`src/rtl/beac_pkg.sv`:
```
// Shared constants for the encoder axis counter: register map, field positions,
// reset values, status codes and timing.
// Assumes a 20 MHz single clock and a 32-bit classic Wishbone register bus.
// Behaviour
// - Mode 0 linear between limits, 1 ring.
// - Enable off holds count, on counts.
// - Direction bit low forward, high reverse.
// - Positive limit flag set at upper limit.
// - Negative limit flag set at lower limit.
// - Axis code 0 stopped, 1 fault, 5 running.
// - Bring-up code steps 1 to 6 in order.
// - Each probe latches count on both edges.
// - Report raw count and gear-scaled position.
// - Inactive selected gate input blocks counting.
// - Without limits count wraps over 32 bits.
// - All selected gates active before counting.
package beac_pkg;
    localparam int unsigned CNT_W         = 32;
    localparam int unsigned ADR_W         = 8;
    localparam int unsigned EV_W          = 6;
    // Register byte offsets.
    localparam logic [7:0]  OFF_CTRL      = 8'h00;
    localparam logic [7:0]  OFF_STATUS    = 8'h04;
    localparam logic [7:0]  OFF_LOWER     = 8'h08;
    localparam logic [7:0]  OFF_UPPER     = 8'h0c;
    localparam logic [7:0]  OFF_PERIOD    = 8'h10;
    localparam logic [7:0]  OFF_GEAR      = 8'h14;
    localparam logic [7:0]  OFF_RAW       = 8'h18;
    localparam logic [7:0]  OFF_SCALED    = 8'h1c;
    localparam logic [7:0]  OFF_P1_RISE   = 8'h20;
    localparam logic [7:0]  OFF_P2_RISE   = 8'h24;
    localparam logic [7:0]  OFF_P1_FALL   = 8'h28;
    localparam logic [7:0]  OFF_P2_FALL   = 8'h2c;
    localparam logic [7:0]  OFF_IRQ_STAT  = 8'h30;
    localparam logic [7:0]  OFF_IRQ_MASK  = 8'h34;
    // Control register fields.
    localparam int unsigned CTRL_EN_BIT   = 0;
    localparam int unsigned CTRL_RING_BIT = 1;
    localparam int unsigned CTRL_LIM_BIT  = 2;
    localparam int unsigned CTRL_GATE_LSB = 8;
    // Status register fields.
    localparam int unsigned ST_DIR_BIT    = 0;
    localparam int unsigned ST_PLIM_BIT   = 1;
    localparam int unsigned ST_NLIM_BIT   = 2;
    localparam int unsigned ST_AXIS_LSB   = 4;
    localparam int unsigned ST_STEP_LSB   = 8;
    // Interrupt event positions.
    localparam int unsigned EV_P1_RISE    = 0;
    localparam int unsigned EV_P2_RISE    = 1;
    localparam int unsigned EV_P1_FALL    = 2;
    localparam int unsigned EV_P2_FALL    = 3;
    localparam int unsigned EV_PLIM       = 4;
    localparam int unsigned EV_NLIM       = 5;
    // Axis condition codes and bring-up step codes.
    localparam logic [2:0]  AXIS_STOP     = 3'h0;
    localparam logic [2:0]  AXIS_FAULT    = 3'h1;
    localparam logic [2:0]  AXIS_RUN      = 3'h5;
    localparam logic [2:0]  STEP_INIT     = 3'h1;
    localparam logic [2:0]  STEP_READY    = 3'h6;
    // Reset values; the gear factor is signed fixed point with GEAR_FRAC fraction bits.
    localparam int unsigned GEAR_FRAC     = 16;
    localparam logic [31:0] GEAR_RST      = 32'h0001_0000;
    localparam logic [31:0] LOWER_RST     = 32'h8000_0000;
    localparam logic [31:0] UPPER_RST     = 32'h7fff_ffff;
    localparam logic [31:0] PERIOD_RST    = 32'h0000_0e10;
    localparam logic [31:0] CNT_MAX       = 32'h7fff_ffff;
    localparam logic [31:0] CNT_MIN       = 32'h8000_0000;
    // Dwell time of each bring-up step, as a least time rounded up to cycles.
    localparam int unsigned CLK_HZ        = 20_000_000;
    localparam int unsigned STEP_TIME_NS  = 1000;
    localparam int unsigned STEP_CYC      = (STEP_TIME_NS * (CLK_HZ / 1_000_000) + 999) / 1000;
    localparam int unsigned STEP_CW       = 8;
endpackage

```
`src/rtl/beac_probe.sv`:
```
// One touch probe: latches the count on rising and on falling edges of its level.
// Assumes a level that is already synchronised to clk_i.
`timescale 1ns/100ps
module beac_probe
    import beac_pkg::*;
(
    input  wire logic             clk_i,
    input  wire logic             rst_i,
    input  wire logic             level_i,
    input  wire logic [CNT_W-1:0] count_i,
    output logic      [CNT_W-1:0] rise_latch_o,
    output logic      [CNT_W-1:0] fall_latch_o,
    output logic                  rise_ev_o,
    output logic                  fall_ev_o
);
    logic             prev_q;
    logic [CNT_W-1:0] rise_d;
    logic [CNT_W-1:0] fall_d;

    // Edges are seen against the previous sample, so each edge captures once.
    always_comb
    begin
        rise_ev_o = level_i & ~prev_q;
        fall_ev_o = ~level_i & prev_q;
        rise_d    = rise_ev_o ? count_i : rise_latch_o;
        fall_d    = fall_ev_o ? count_i : fall_latch_o;
    end

    // Latches clear on reset.
    always_ff @(posedge clk_i)
    begin
        if (rst_i)
        begin
            prev_q       <= 1'b0;
            rise_latch_o <= '0;
            fall_latch_o <= '0;
        end
        else
        begin
            prev_q       <= level_i;
            rise_latch_o <= rise_d;
            fall_latch_o <= fall_d;
        end
    end
endmodule

```
`src/rtl/beac_sync.sv`:
```
// Three-stage input synchroniser for a vector of pins.
// Assumes asynchronous pins; the output only follows once stages two and three agree.
`timescale 1ns/100ps
module beac_sync #(
    parameter int unsigned W = 1
) (
    input  wire logic         clk_i,
    input  wire logic         rst_i,
    input  wire logic [W-1:0] pin_i,
    output logic      [W-1:0] level_o
);
    logic [W-1:0] s1_q;
    logic [W-1:0] s2_q;
    logic [W-1:0] s3_q;
    logic [W-1:0] level_d;

    // The filtered level moves only when the two settled stages match.
    always_comb
    begin
        level_d = level_o;
        for (int i = 0; i < W; i++)
        begin
            if (s2_q[i] == s3_q[i])
            begin
                level_d[i] = s3_q[i];
            end
        end
    end

    // First stage feeds only the second, to keep metastability contained.
    always_ff @(posedge clk_i)
    begin
        if (rst_i)
        begin
            s1_q    <= '0;
            s2_q    <= '0;
            s3_q    <= '0;
            level_o <= '0;
        end
        else
        begin
            s1_q    <= pin_i;
            s2_q    <= s1_q;
            s3_q    <= s2_q;
            level_o <= level_d;
        end
    end
endmodule

```
`src/rtl/beac_top.sv`:
```
// Encoder axis counter with a classic Wishbone register slave and one interrupt.
// Assumes pulse, direction, gate, probe and fault pins asynchronous to clk_i.
`timescale 1ns/100ps
module beac_top
    import beac_pkg::*;
#(
    parameter int unsigned GATES = 4
) (
    input  wire logic                     clk_i,
    input  wire logic                     rst_i,
    input  wire logic [beac_pkg::ADR_W-1:0] wb_adr_i,
    input  wire logic [31:0]              wb_dat_i,
    input  wire logic [3:0]               wb_sel_i,
    input  wire logic                     wb_we_i,
    input  wire logic                     wb_cyc_i,
    input  wire logic                     wb_stb_i,
    output logic      [31:0]              wb_dat_o,
    output logic                          wb_ack_o,
    input  wire logic                     pulse_pin_i,
    input  wire logic                     dir_pin_i,
    input  wire logic [GATES-1:0]         gate_input_pin_i,
    input  wire logic [1:0]               probe_pin_i,
    input  wire logic                     axis_fault_i,
    output logic                          irq_o
);
    import beac_pkg::*;

    localparam int unsigned NSYNC = GATES + 5;

    // Gate selection must fit in the control word above its lowest field.
    if (GATES < 1 || GATES > 8)
    begin : g_bad_gates
        $error("GATES must be between 1 and 8");
    end

    logic [NSYNC-1:0]       sync_lvl;
    logic                   pulse_s;
    logic                   dir_s;
    logic [GATES-1:0]       gate_s;
    logic [1:0]             probe_s;
    logic                   fault_s;
    logic                   pulse_prev_q;

    // All pins pass the synchroniser before any logic sees them.
    beac_sync #(.W(NSYNC)) u_sync (
        .clk_i   (clk_i),
        .rst_i   (rst_i),
        .pin_i   ({axis_fault_i, probe_pin_i, gate_input_pin_i, dir_pin_i, pulse_pin_i}),
        .level_o (sync_lvl)
    );
    assign {fault_s, probe_s, gate_s, dir_s, pulse_s} = sync_lvl;

    // Software-visible registers.
    logic [31:0]            ctrl_q,   ctrl_d;
    logic [31:0]            lower_q,  lower_d;
    logic [31:0]            upper_q,  upper_d;
    logic [31:0]            period_q, period_d;
    logic [31:0]            gear_q,   gear_d;
    logic [EV_W-1:0]        imask_q,  imask_d;
    logic [EV_W-1:0]        istat_q,  istat_d;
    logic [31:0]            rdat_d;
    logic                   ack_d;
    logic                   irq_d;
    // Counter state.
    logic [CNT_W-1:0]       cnt_q,    cnt_d;
    logic [CNT_W-1:0]       scaled_q, scaled_d;
    logic                   dir_q,    dir_d;
    logic                   plim_q,   plim_d;
    logic                   nlim_q,   nlim_d;
    logic [2:0]             axis_q,   axis_d;
    logic [2:0]             step_q,   step_d;
    logic [STEP_CW-1:0]     stcnt_q,  stcnt_d;
    // Probe outputs.
    logic [CNT_W-1:0]       rise_lat [2];
    logic [CNT_W-1:0]       fall_lat [2];
    logic [1:0]             rise_ev;
    logic [1:0]             fall_ev;
    // Decoded controls.
    logic                   en;
    logic                   ring;
    logic                   lim_en;
    logic [GATES-1:0]       gate_sel;
    logic                   gate_ok;
    logic                   run;
    logic                   step_ev;
    logic                   up;
    logic                   wr_hit;
    logic [31:0]            bmask;
    logic [EV_W-1:0]        ev;
    logic signed [63:0]     prod;

    assign en       = ctrl_q[CTRL_EN_BIT];
    assign ring     = ctrl_q[CTRL_RING_BIT];
    assign lim_en   = ctrl_q[CTRL_LIM_BIT];
    assign gate_sel = ctrl_q[CTRL_GATE_LSB +: GATES];

    // One probe unit per probe pin.
    for (genvar p = 0; p < 2; p++)
    begin : g_probe
        beac_probe u_probe (
            .clk_i        (clk_i),
            .rst_i        (rst_i),
            .level_i      (probe_s[p]),
            .count_i      (cnt_q),
            .rise_latch_o (rise_lat[p]),
            .fall_latch_o (fall_lat[p]),
            .rise_ev_o    (rise_ev[p]),
            .fall_ev_o    (fall_ev[p])
        );
    end

    // Bus decode: writes land on the edge where ack is high, reads are staged a cycle early.
    always_comb
    begin
        wr_hit = wb_cyc_i & wb_stb_i & wb_we_i & wb_ack_o;
        ack_d  = wb_cyc_i & wb_stb_i & ~wb_ack_o;
        for (int b = 0; b < 4; b++)
        begin
            bmask[8*b +: 8] = {8{wb_sel_i[b]}};
        end
        ctrl_d   = ctrl_q;
        lower_d  = lower_q;
        upper_d  = upper_q;
        period_d = period_q;
        gear_d   = gear_q;
        imask_d  = imask_q;
        if (wr_hit)
        begin
            case (wb_adr_i)
                OFF_CTRL:     ctrl_d   = (ctrl_q & ~bmask) | (wb_dat_i & bmask);
                OFF_LOWER:    lower_d  = (lower_q & ~bmask) | (wb_dat_i & bmask);
                OFF_UPPER:    upper_d  = (upper_q & ~bmask) | (wb_dat_i & bmask);
                OFF_PERIOD:   period_d = (period_q & ~bmask) | (wb_dat_i & bmask);
                OFF_GEAR:     gear_d   = (gear_q & ~bmask) | (wb_dat_i & bmask);
                OFF_IRQ_MASK: imask_d  = (imask_q & ~bmask[EV_W-1:0]) | (wb_dat_i[EV_W-1:0]
                                         & bmask[EV_W-1:0]);
                default:      ;
            endcase
        end
        rdat_d = '0;
        case (wb_adr_i)
            OFF_CTRL:     rdat_d = ctrl_q;
            OFF_STATUS:
            begin
                rdat_d[ST_DIR_BIT]           = dir_q;
                rdat_d[ST_PLIM_BIT]          = plim_q;
                rdat_d[ST_NLIM_BIT]          = nlim_q;
                rdat_d[ST_AXIS_LSB +: 3]     = axis_q;
                rdat_d[ST_STEP_LSB +: 3]     = step_q;
            end
            OFF_LOWER:    rdat_d = lower_q;
            OFF_UPPER:    rdat_d = upper_q;
            OFF_PERIOD:   rdat_d = period_q;
            OFF_GEAR:     rdat_d = gear_q;
            OFF_RAW:      rdat_d = cnt_q;
            OFF_SCALED:   rdat_d = scaled_q;
            OFF_P1_RISE:  rdat_d = rise_lat[0];
            OFF_P2_RISE:  rdat_d = rise_lat[1];
            OFF_P1_FALL:  rdat_d = fall_lat[0];
            OFF_P2_FALL:  rdat_d = fall_lat[1];
            OFF_IRQ_STAT: rdat_d[EV_W-1:0] = istat_q;
            OFF_IRQ_MASK: rdat_d[EV_W-1:0] = imask_q;
            default:      rdat_d = '0;
        endcase
    end

    // Bus registers; unmapped offsets still answer, reading zero.
    always_ff @(posedge clk_i)
    begin
        if (rst_i)
        begin
            ctrl_q   <= '0;
            lower_q  <= LOWER_RST;
            upper_q  <= UPPER_RST;
            period_q <= PERIOD_RST;
            gear_q   <= GEAR_RST;
            imask_q  <= '0;
            wb_ack_o <= 1'b0;
            wb_dat_o <= '0;
        end
        else
        begin
            ctrl_q   <= ctrl_d;
            lower_q  <= lower_d;
            upper_q  <= upper_d;
            period_q <= period_d;
            gear_q   <= gear_d;
            imask_q  <= imask_d;
            wb_ack_o <= ack_d;
            wb_dat_o <= ack_d ? rdat_d : wb_dat_o;
        end
    end

    // Counting logic; a step is a rising edge of the settled pulse pin.
    always_comb
    begin
        gate_ok = &(gate_s | ~gate_sel);
        run     = en & gate_ok & (step_q == STEP_READY) & ~fault_s;
        step_ev = pulse_s & ~pulse_prev_q;
        up      = ~dir_s;
        cnt_d   = cnt_q;
        dir_d   = dir_q;
        if (run && step_ev)
        begin
            dir_d = ~up;
            if (ring)
            begin
                if (up)
                    cnt_d = ($signed(cnt_q) >= $signed(period_q - 32'h0000_0001)) ? '0
                            : cnt_q + 32'h0000_0001;
                else
                    cnt_d = ($signed(cnt_q) <= 0) ? period_q - 32'h0000_0001
                            : cnt_q - 32'h0000_0001;
            end
            else if (lim_en)
            begin
                if (up)
                    cnt_d = ($signed(cnt_q) >= $signed(upper_q)) ? upper_q
                            : cnt_q + 32'h0000_0001;
                else
                    cnt_d = ($signed(cnt_q) <= $signed(lower_q)) ? lower_q
                            : cnt_q - 32'h0000_0001;
            end
            else
            begin
                cnt_d = up ? cnt_q + 32'h0000_0001 : cnt_q - 32'h0000_0001;
            end
        end
        plim_d   = ~ring & lim_en & ($signed(cnt_d) >= $signed(upper_q));
        nlim_d   = ~ring & lim_en & ($signed(cnt_d) <= $signed(lower_q));
        prod     = $signed(cnt_q) * $signed(gear_q);
        scaled_d = prod[GEAR_FRAC +: CNT_W];
        if (fault_s)
            axis_d = AXIS_FAULT;
        else if (run)
            axis_d = AXIS_RUN;
        else
            axis_d = AXIS_STOP;
    end

    // Bring-up walks one step per dwell time until the axis is ready.
    always_comb
    begin
        step_d  = step_q;
        stcnt_d = stcnt_q;
        if (step_q != STEP_READY)
        begin
            if (stcnt_q == STEP_CW'(STEP_CYC - 1))
            begin
                stcnt_d = '0;
                step_d  = step_q + 3'h1;
            end
            else
            begin
                stcnt_d = stcnt_q + 1'b1;
            end
        end
    end

    // Interrupt events; a new event beats a clear in the same cycle.
    always_comb
    begin
        ev             = '0;
        ev[EV_P1_RISE] = rise_ev[0];
        ev[EV_P2_RISE] = rise_ev[1];
        ev[EV_P1_FALL] = fall_ev[0];
        ev[EV_P2_FALL] = fall_ev[1];
        ev[EV_PLIM]    = plim_d & ~plim_q;
        ev[EV_NLIM]    = nlim_d & ~nlim_q;
        istat_d        = istat_q;
        if (wr_hit && wb_adr_i == OFF_IRQ_STAT)
            istat_d = istat_q & ~(wb_dat_i[EV_W-1:0] & bmask[EV_W-1:0]);
        istat_d = istat_d | ev;
        irq_d   = |(istat_d & imask_d);
    end

    // Counter, status and interrupt registers.
    always_ff @(posedge clk_i)
    begin
        if (rst_i)
        begin
            cnt_q        <= '0;
            scaled_q     <= '0;
            dir_q        <= 1'b0;
            plim_q       <= 1'b0;
            nlim_q       <= 1'b0;
            axis_q       <= AXIS_STOP;
            step_q       <= STEP_INIT;
            stcnt_q      <= '0;
            pulse_prev_q <= 1'b0;
            istat_q      <= '0;
            irq_o        <= 1'b0;
        end
        else
        begin
            cnt_q        <= cnt_d;
            scaled_q     <= scaled_d;
            dir_q        <= dir_d;
            plim_q       <= plim_d;
            nlim_q       <= nlim_d;
            axis_q       <= axis_d;
            step_q       <= step_d;
            stcnt_q      <= stcnt_d;
            pulse_prev_q <= pulse_s;
            istat_q      <= istat_d;
            irq_o        <= irq_d;
        end
    end
endmodule
```
`config.mk`:
```
export PLATFORM = sky130hd
export DESIGN_NAME = beac_top
export DESIGN_NICKNAME = d
export VERILOG_FILES = /design/src/rtl/beac_pkg.sv /design/src/rtl/beac_probe.sv /design/src/rtl/beac_sync.sv /design/src/rtl/beac_top.sv
export SDC_FILE = /design/constraint.sdc
export NUM_CORES = 2
export LEC_CHECK = 0
export BUFFER_PORTS_ARGS = -buffer_cell sky130_fd_sc_hd__buf_2
export CAP_MARGIN = 40
export CORE_ASPECT_RATIO = 0.7
export CORE_MARGIN = 8
export CORE_UTILIZATION = 60
export DETAILED_ROUTE_END_ITERATION = 10
export PLACE_DENSITY = 0.75
export SLEW_MARGIN = 20
export SYNTH_ARGS = -nofsm -noshare
export SYNTH_HDL_FRONTEND = slang
export SYNTH_SLANG_ARGS = --single-unit
export TNS_END_PERCENT = 10
```
`constraint.sdc`:
```
create_clock -name clk_i -period 25.2 [get_ports clk_i]
set_input_delay 2.52 -clock clk_i [delete_from_list [all_inputs] [get_ports clk_i]]
set_output_delay 2.52 -clock clk_i [all_outputs]
set_load 0.01 [all_outputs]
```
==> impl_metrics.env <==
export IMPL_outcome="finished, final reports clean"
export IMPL_async_reset_ff_share_pct=0
export IMPL_clock_latency_ns=0.60
export IMPL_dp_cells=7594
export IMPL_yosysWarnings=0
export IMPL_ios=92
export IMPL_endpoint_kind="flip-flop"
export IMPL_synth_edff_count=0
export IMPL_syn_area_um2=54400
export IMPL_synth_ff_latch_count=453
export IMPL_synthFlopType="dfxtp_1"
export IMPL_relSlewSlack_pct=37.8
export IMPL_p_per_area_nw_per_um2=26.1
export IMPL_via_per_inst=6.34
export IMPL_drive_above_1_share_pct=6.45
export IMPL_syn_to_final_growth_pct=5.52
export IMPL_routedWlPerCell_um=26.3
export IMPL_power_mw=1.50
export IMPL_setup_tns_ns=0
export IMPL_place_port_buffers=91
export IMPL_arrival_ns=9.64
export IMPL_gr_usage_all_layers_pct=39.8
export IMPL_syn_num_nets=7822
export IMPL_cp_data_required_time_ns=25.63
export IMPL_fmax_ghz=0.109
export IMPL_clkPwrFrac_pct=45.2
export IMPL_nNetsFinal=7648
export IMPL_drtAntennaViolNets=0
export IMPL_cts_resized=0
export IMPL_rsz0062_at_grt="false"
export IMPL_critical_path_class="reg -> reg"
export IMPL_cts_setup_buffers=0
export IMPL_finalCriticalPeriod_ns=9.20
export IMPL_critPathMaxStageDelay_ns=0.83
export IMPL_grt_max_degree=85
export IMPL_design_core_area_um2=89900
export IMPL_hpwl_um=146000
export IMPL_p_comb_share_pct=6.4
export IMPL_syn_area_per_cell_um2=8.24
export IMPL_synth_cells=6597
export IMPL_critPathMaxFanout=8
export IMPL_htree_levels=2
export IMPL_fp_dieW_um=376
export IMPL_clockBufferDepth=3
export IMPL_ir_worst_vdd_mv=0.0423
export IMPL_holdWs_ns=0.443
export IMPL_cts_root_buf="clkbuf_16"
export IMPL_die_area_um2=101000
export IMPL_start_kind="flip-flop"
export IMPL_path_clk_slew_ns=0.07
export IMPL_worst_slew_pin_slew_ns=0.924
export IMPL_p_leak_nw=24.7
export IMPL_cts_tree="yes"
export IMPL_dr_pass1_iters=8
export IMPL_n_fill_cell=7651
export IMPL_cp_top_family="simple AND/OR/NAND/NOR gates"
export IMPL_gp_congestion=1.10
export IMPL_power_internal_mw=1.11
export IMPL_drc_errors=0
export IMPL_ctsHoldBuffers=0
export IMPL_seq_area_frac_synth_pct=16.7
export IMPL_finalSetupViolCount=0
export IMPL_cts_buffers=42
export IMPL_seq_power_share_pct=48.4
export IMPL_placed_cell_area_um2=55900
export IMPL_clock_skew_ns=0.0255
export IMPL_switchingPower_uw=391
export IMPL_routed_wl_um=202000
export IMPL_fp_dieH_um=268
export IMPL_initial_core_util_pct=60.5
export IMPL_cpMaxStageDelayCell="nor4_1"
export IMPL_grt_pass1_wl_um=306000
export IMPL_hold_path_class="reg -> reg"
export IMPL_max_cap_violations=0
export IMPL_vias=48657
export IMPL_hold_violations=0
export IMPL_rows=92
export IMPL_antenna_found_initial=5
export IMPL_grt_pass1_vias=48420
export IMPL_gr_total_overflow=0
export IMPL_min_period_over_period_pct=36.5
export IMPL_synth_distinct_cells=93
export IMPL_fin_cells=7680
export IMPL_drt_iter0_drc=6743
export IMPL_final_area_um2=57400
export IMPL_slew_viol_final=0
export IMPL_clock_sinks=453
export IMPL_netSwitchingFraction_pct=26.1
export IMPL_crit_buf_inv=4
-- stage by stage --
stage | worst slack, ns | utilization (%)
6_report | 16.00 | 63.8
2_1_floorplan | 17.24 | -
3_5_place_dp | 15.95 | 62.1
3_3_place_gp | 16.11 | 61.9
5_1_grt | 15.87 | 63.8
4_1_cts | 15.92 | 63.7
-- area by class of cell --
type / instances / area [um^2] / area share [%]
Tap cell: 1222 / 1530 / 2.67
Clock inverter: 16 / 130 / 0.227
Clock buffer: 59 / 1250 / 2.18
Antenna cell: 4 / 10.0 / 0.0175
Multi-Input combinational cell: 4650 / 39700 / 69.3
Inverter: 1040 / 3900 / 6.81
Sequential cell: 453 / 9100 / 15.9
Timing Repair Buffer: 236 / 1690 / 2.95
-- routing by layer --
| layer | vias to the layer above | routed length (um) | track usage [%] |
|---|---|---|---|
| li1 | 20665 | - | - |
| met1 | 23917 | 81800 | 57.2 |
| met2 | 3497 | 80400 | 56.0 |
| met3 | 578 | 30900 | 13.3 |
| met4 | 0 | 8900 | 14.1 |
| met5 | - | 0 | 0 |
-- final timing paths --
| path | startpoint | to | slack (ns) | cells past startpoint |
|---|---|---|---|---|
| max | flip-flop | irq_o | 16.00 | 30 |
| max reg2reg | flip-flop | irq_o | 16.00 | 30 |
| min | u_sync.s1_q[0] | u_sync.s2_q[0] | 0.44 | 1 |
| min reg2reg | u_sync.s1_q[0] | u_sync.s2_q[0] | 0.44 | 1 |
-- power groups by stage --
stage	Combinational [mW]	Clock (mW)	Sequential (mW)
floorplan	0.0502	0	0.740
global placement	0.0892	0	0.741
detailed placement	0.0904	0	0.741
CTS	0.0910	0.673	0.724
global route	0.0991	0.706	0.725
finish	0.0966	0.676	0.725
-- synthesized netlist by cell type, drive strengths merged (9+ instances only) --
cell type	count	area, um^2
ha	329	4120
nand3	180	901
o221a	22	248
o31ai	11	87.6
nand2	1334	5010
and2	208	1300
mux2i	39	390
a2111oi	19	205
nor4	35	255
a21o	44	330
o2111ai	11	96.3
a22oi	143	1070
nand4	81	507
nor2b	52	325
a221oi	28	251
xnor2	116	1020
a22o	16	140
xor2	48	420
fa	838	16800
nor3	54	275
nand2b	25	156
buf	69	308
or2	13	81.3
dfxtp	453	9070
clkbuf	385	1450
o21ai	67	335
inv	1040	3900
o21a	22	165
a211oi	55	413
or3	16	100
o211ai	46	345
mux2	11	124
a31oi	33	206
or4	14	109
a21oi	414	2070
o22ai	12	75.1
a311oi	9	78.8
nor2	206	776
and3	13	81.3
-- layout by cell type (no fill, tap or decap), types with 52 or more instances in the layout --
cell,netlist,final
a211oi_1,55,55
a21oi_1,414,414
a22oi_1,143,143
and2_1,204,204
buf_2,9,96
buf_4,2,124
dfxtp_1,453,428
fa_1,838,838
ha_1,329,329
inv_1,1039,1038
nand2_1,1334,1334
nand3_1,180,179
nand4_1,81,81
nor2_1,205,192
nor3_1,53,52
o21ai_0,64,64
xnor2_1,116,116
-- logic make-up (layout without fill, tap and decap cells) --
family	Yosys count	in the layout	synth area share, %
multiplexers	50	50	0.946
buffers and inverters	1494	1351	10.4
AO/OA/AOI/OAI	1011	1011	12.3
XOR/XNOR	164	164	2.64
adder cells (fa/ha/maj)	1167	1167	38.4
other	0	4	0
flip-flops	453	453	16.7
AND/OR/NAND/NOR	2258	2258	18.6
Note: power is estimated with default switching activity, not from simulation.
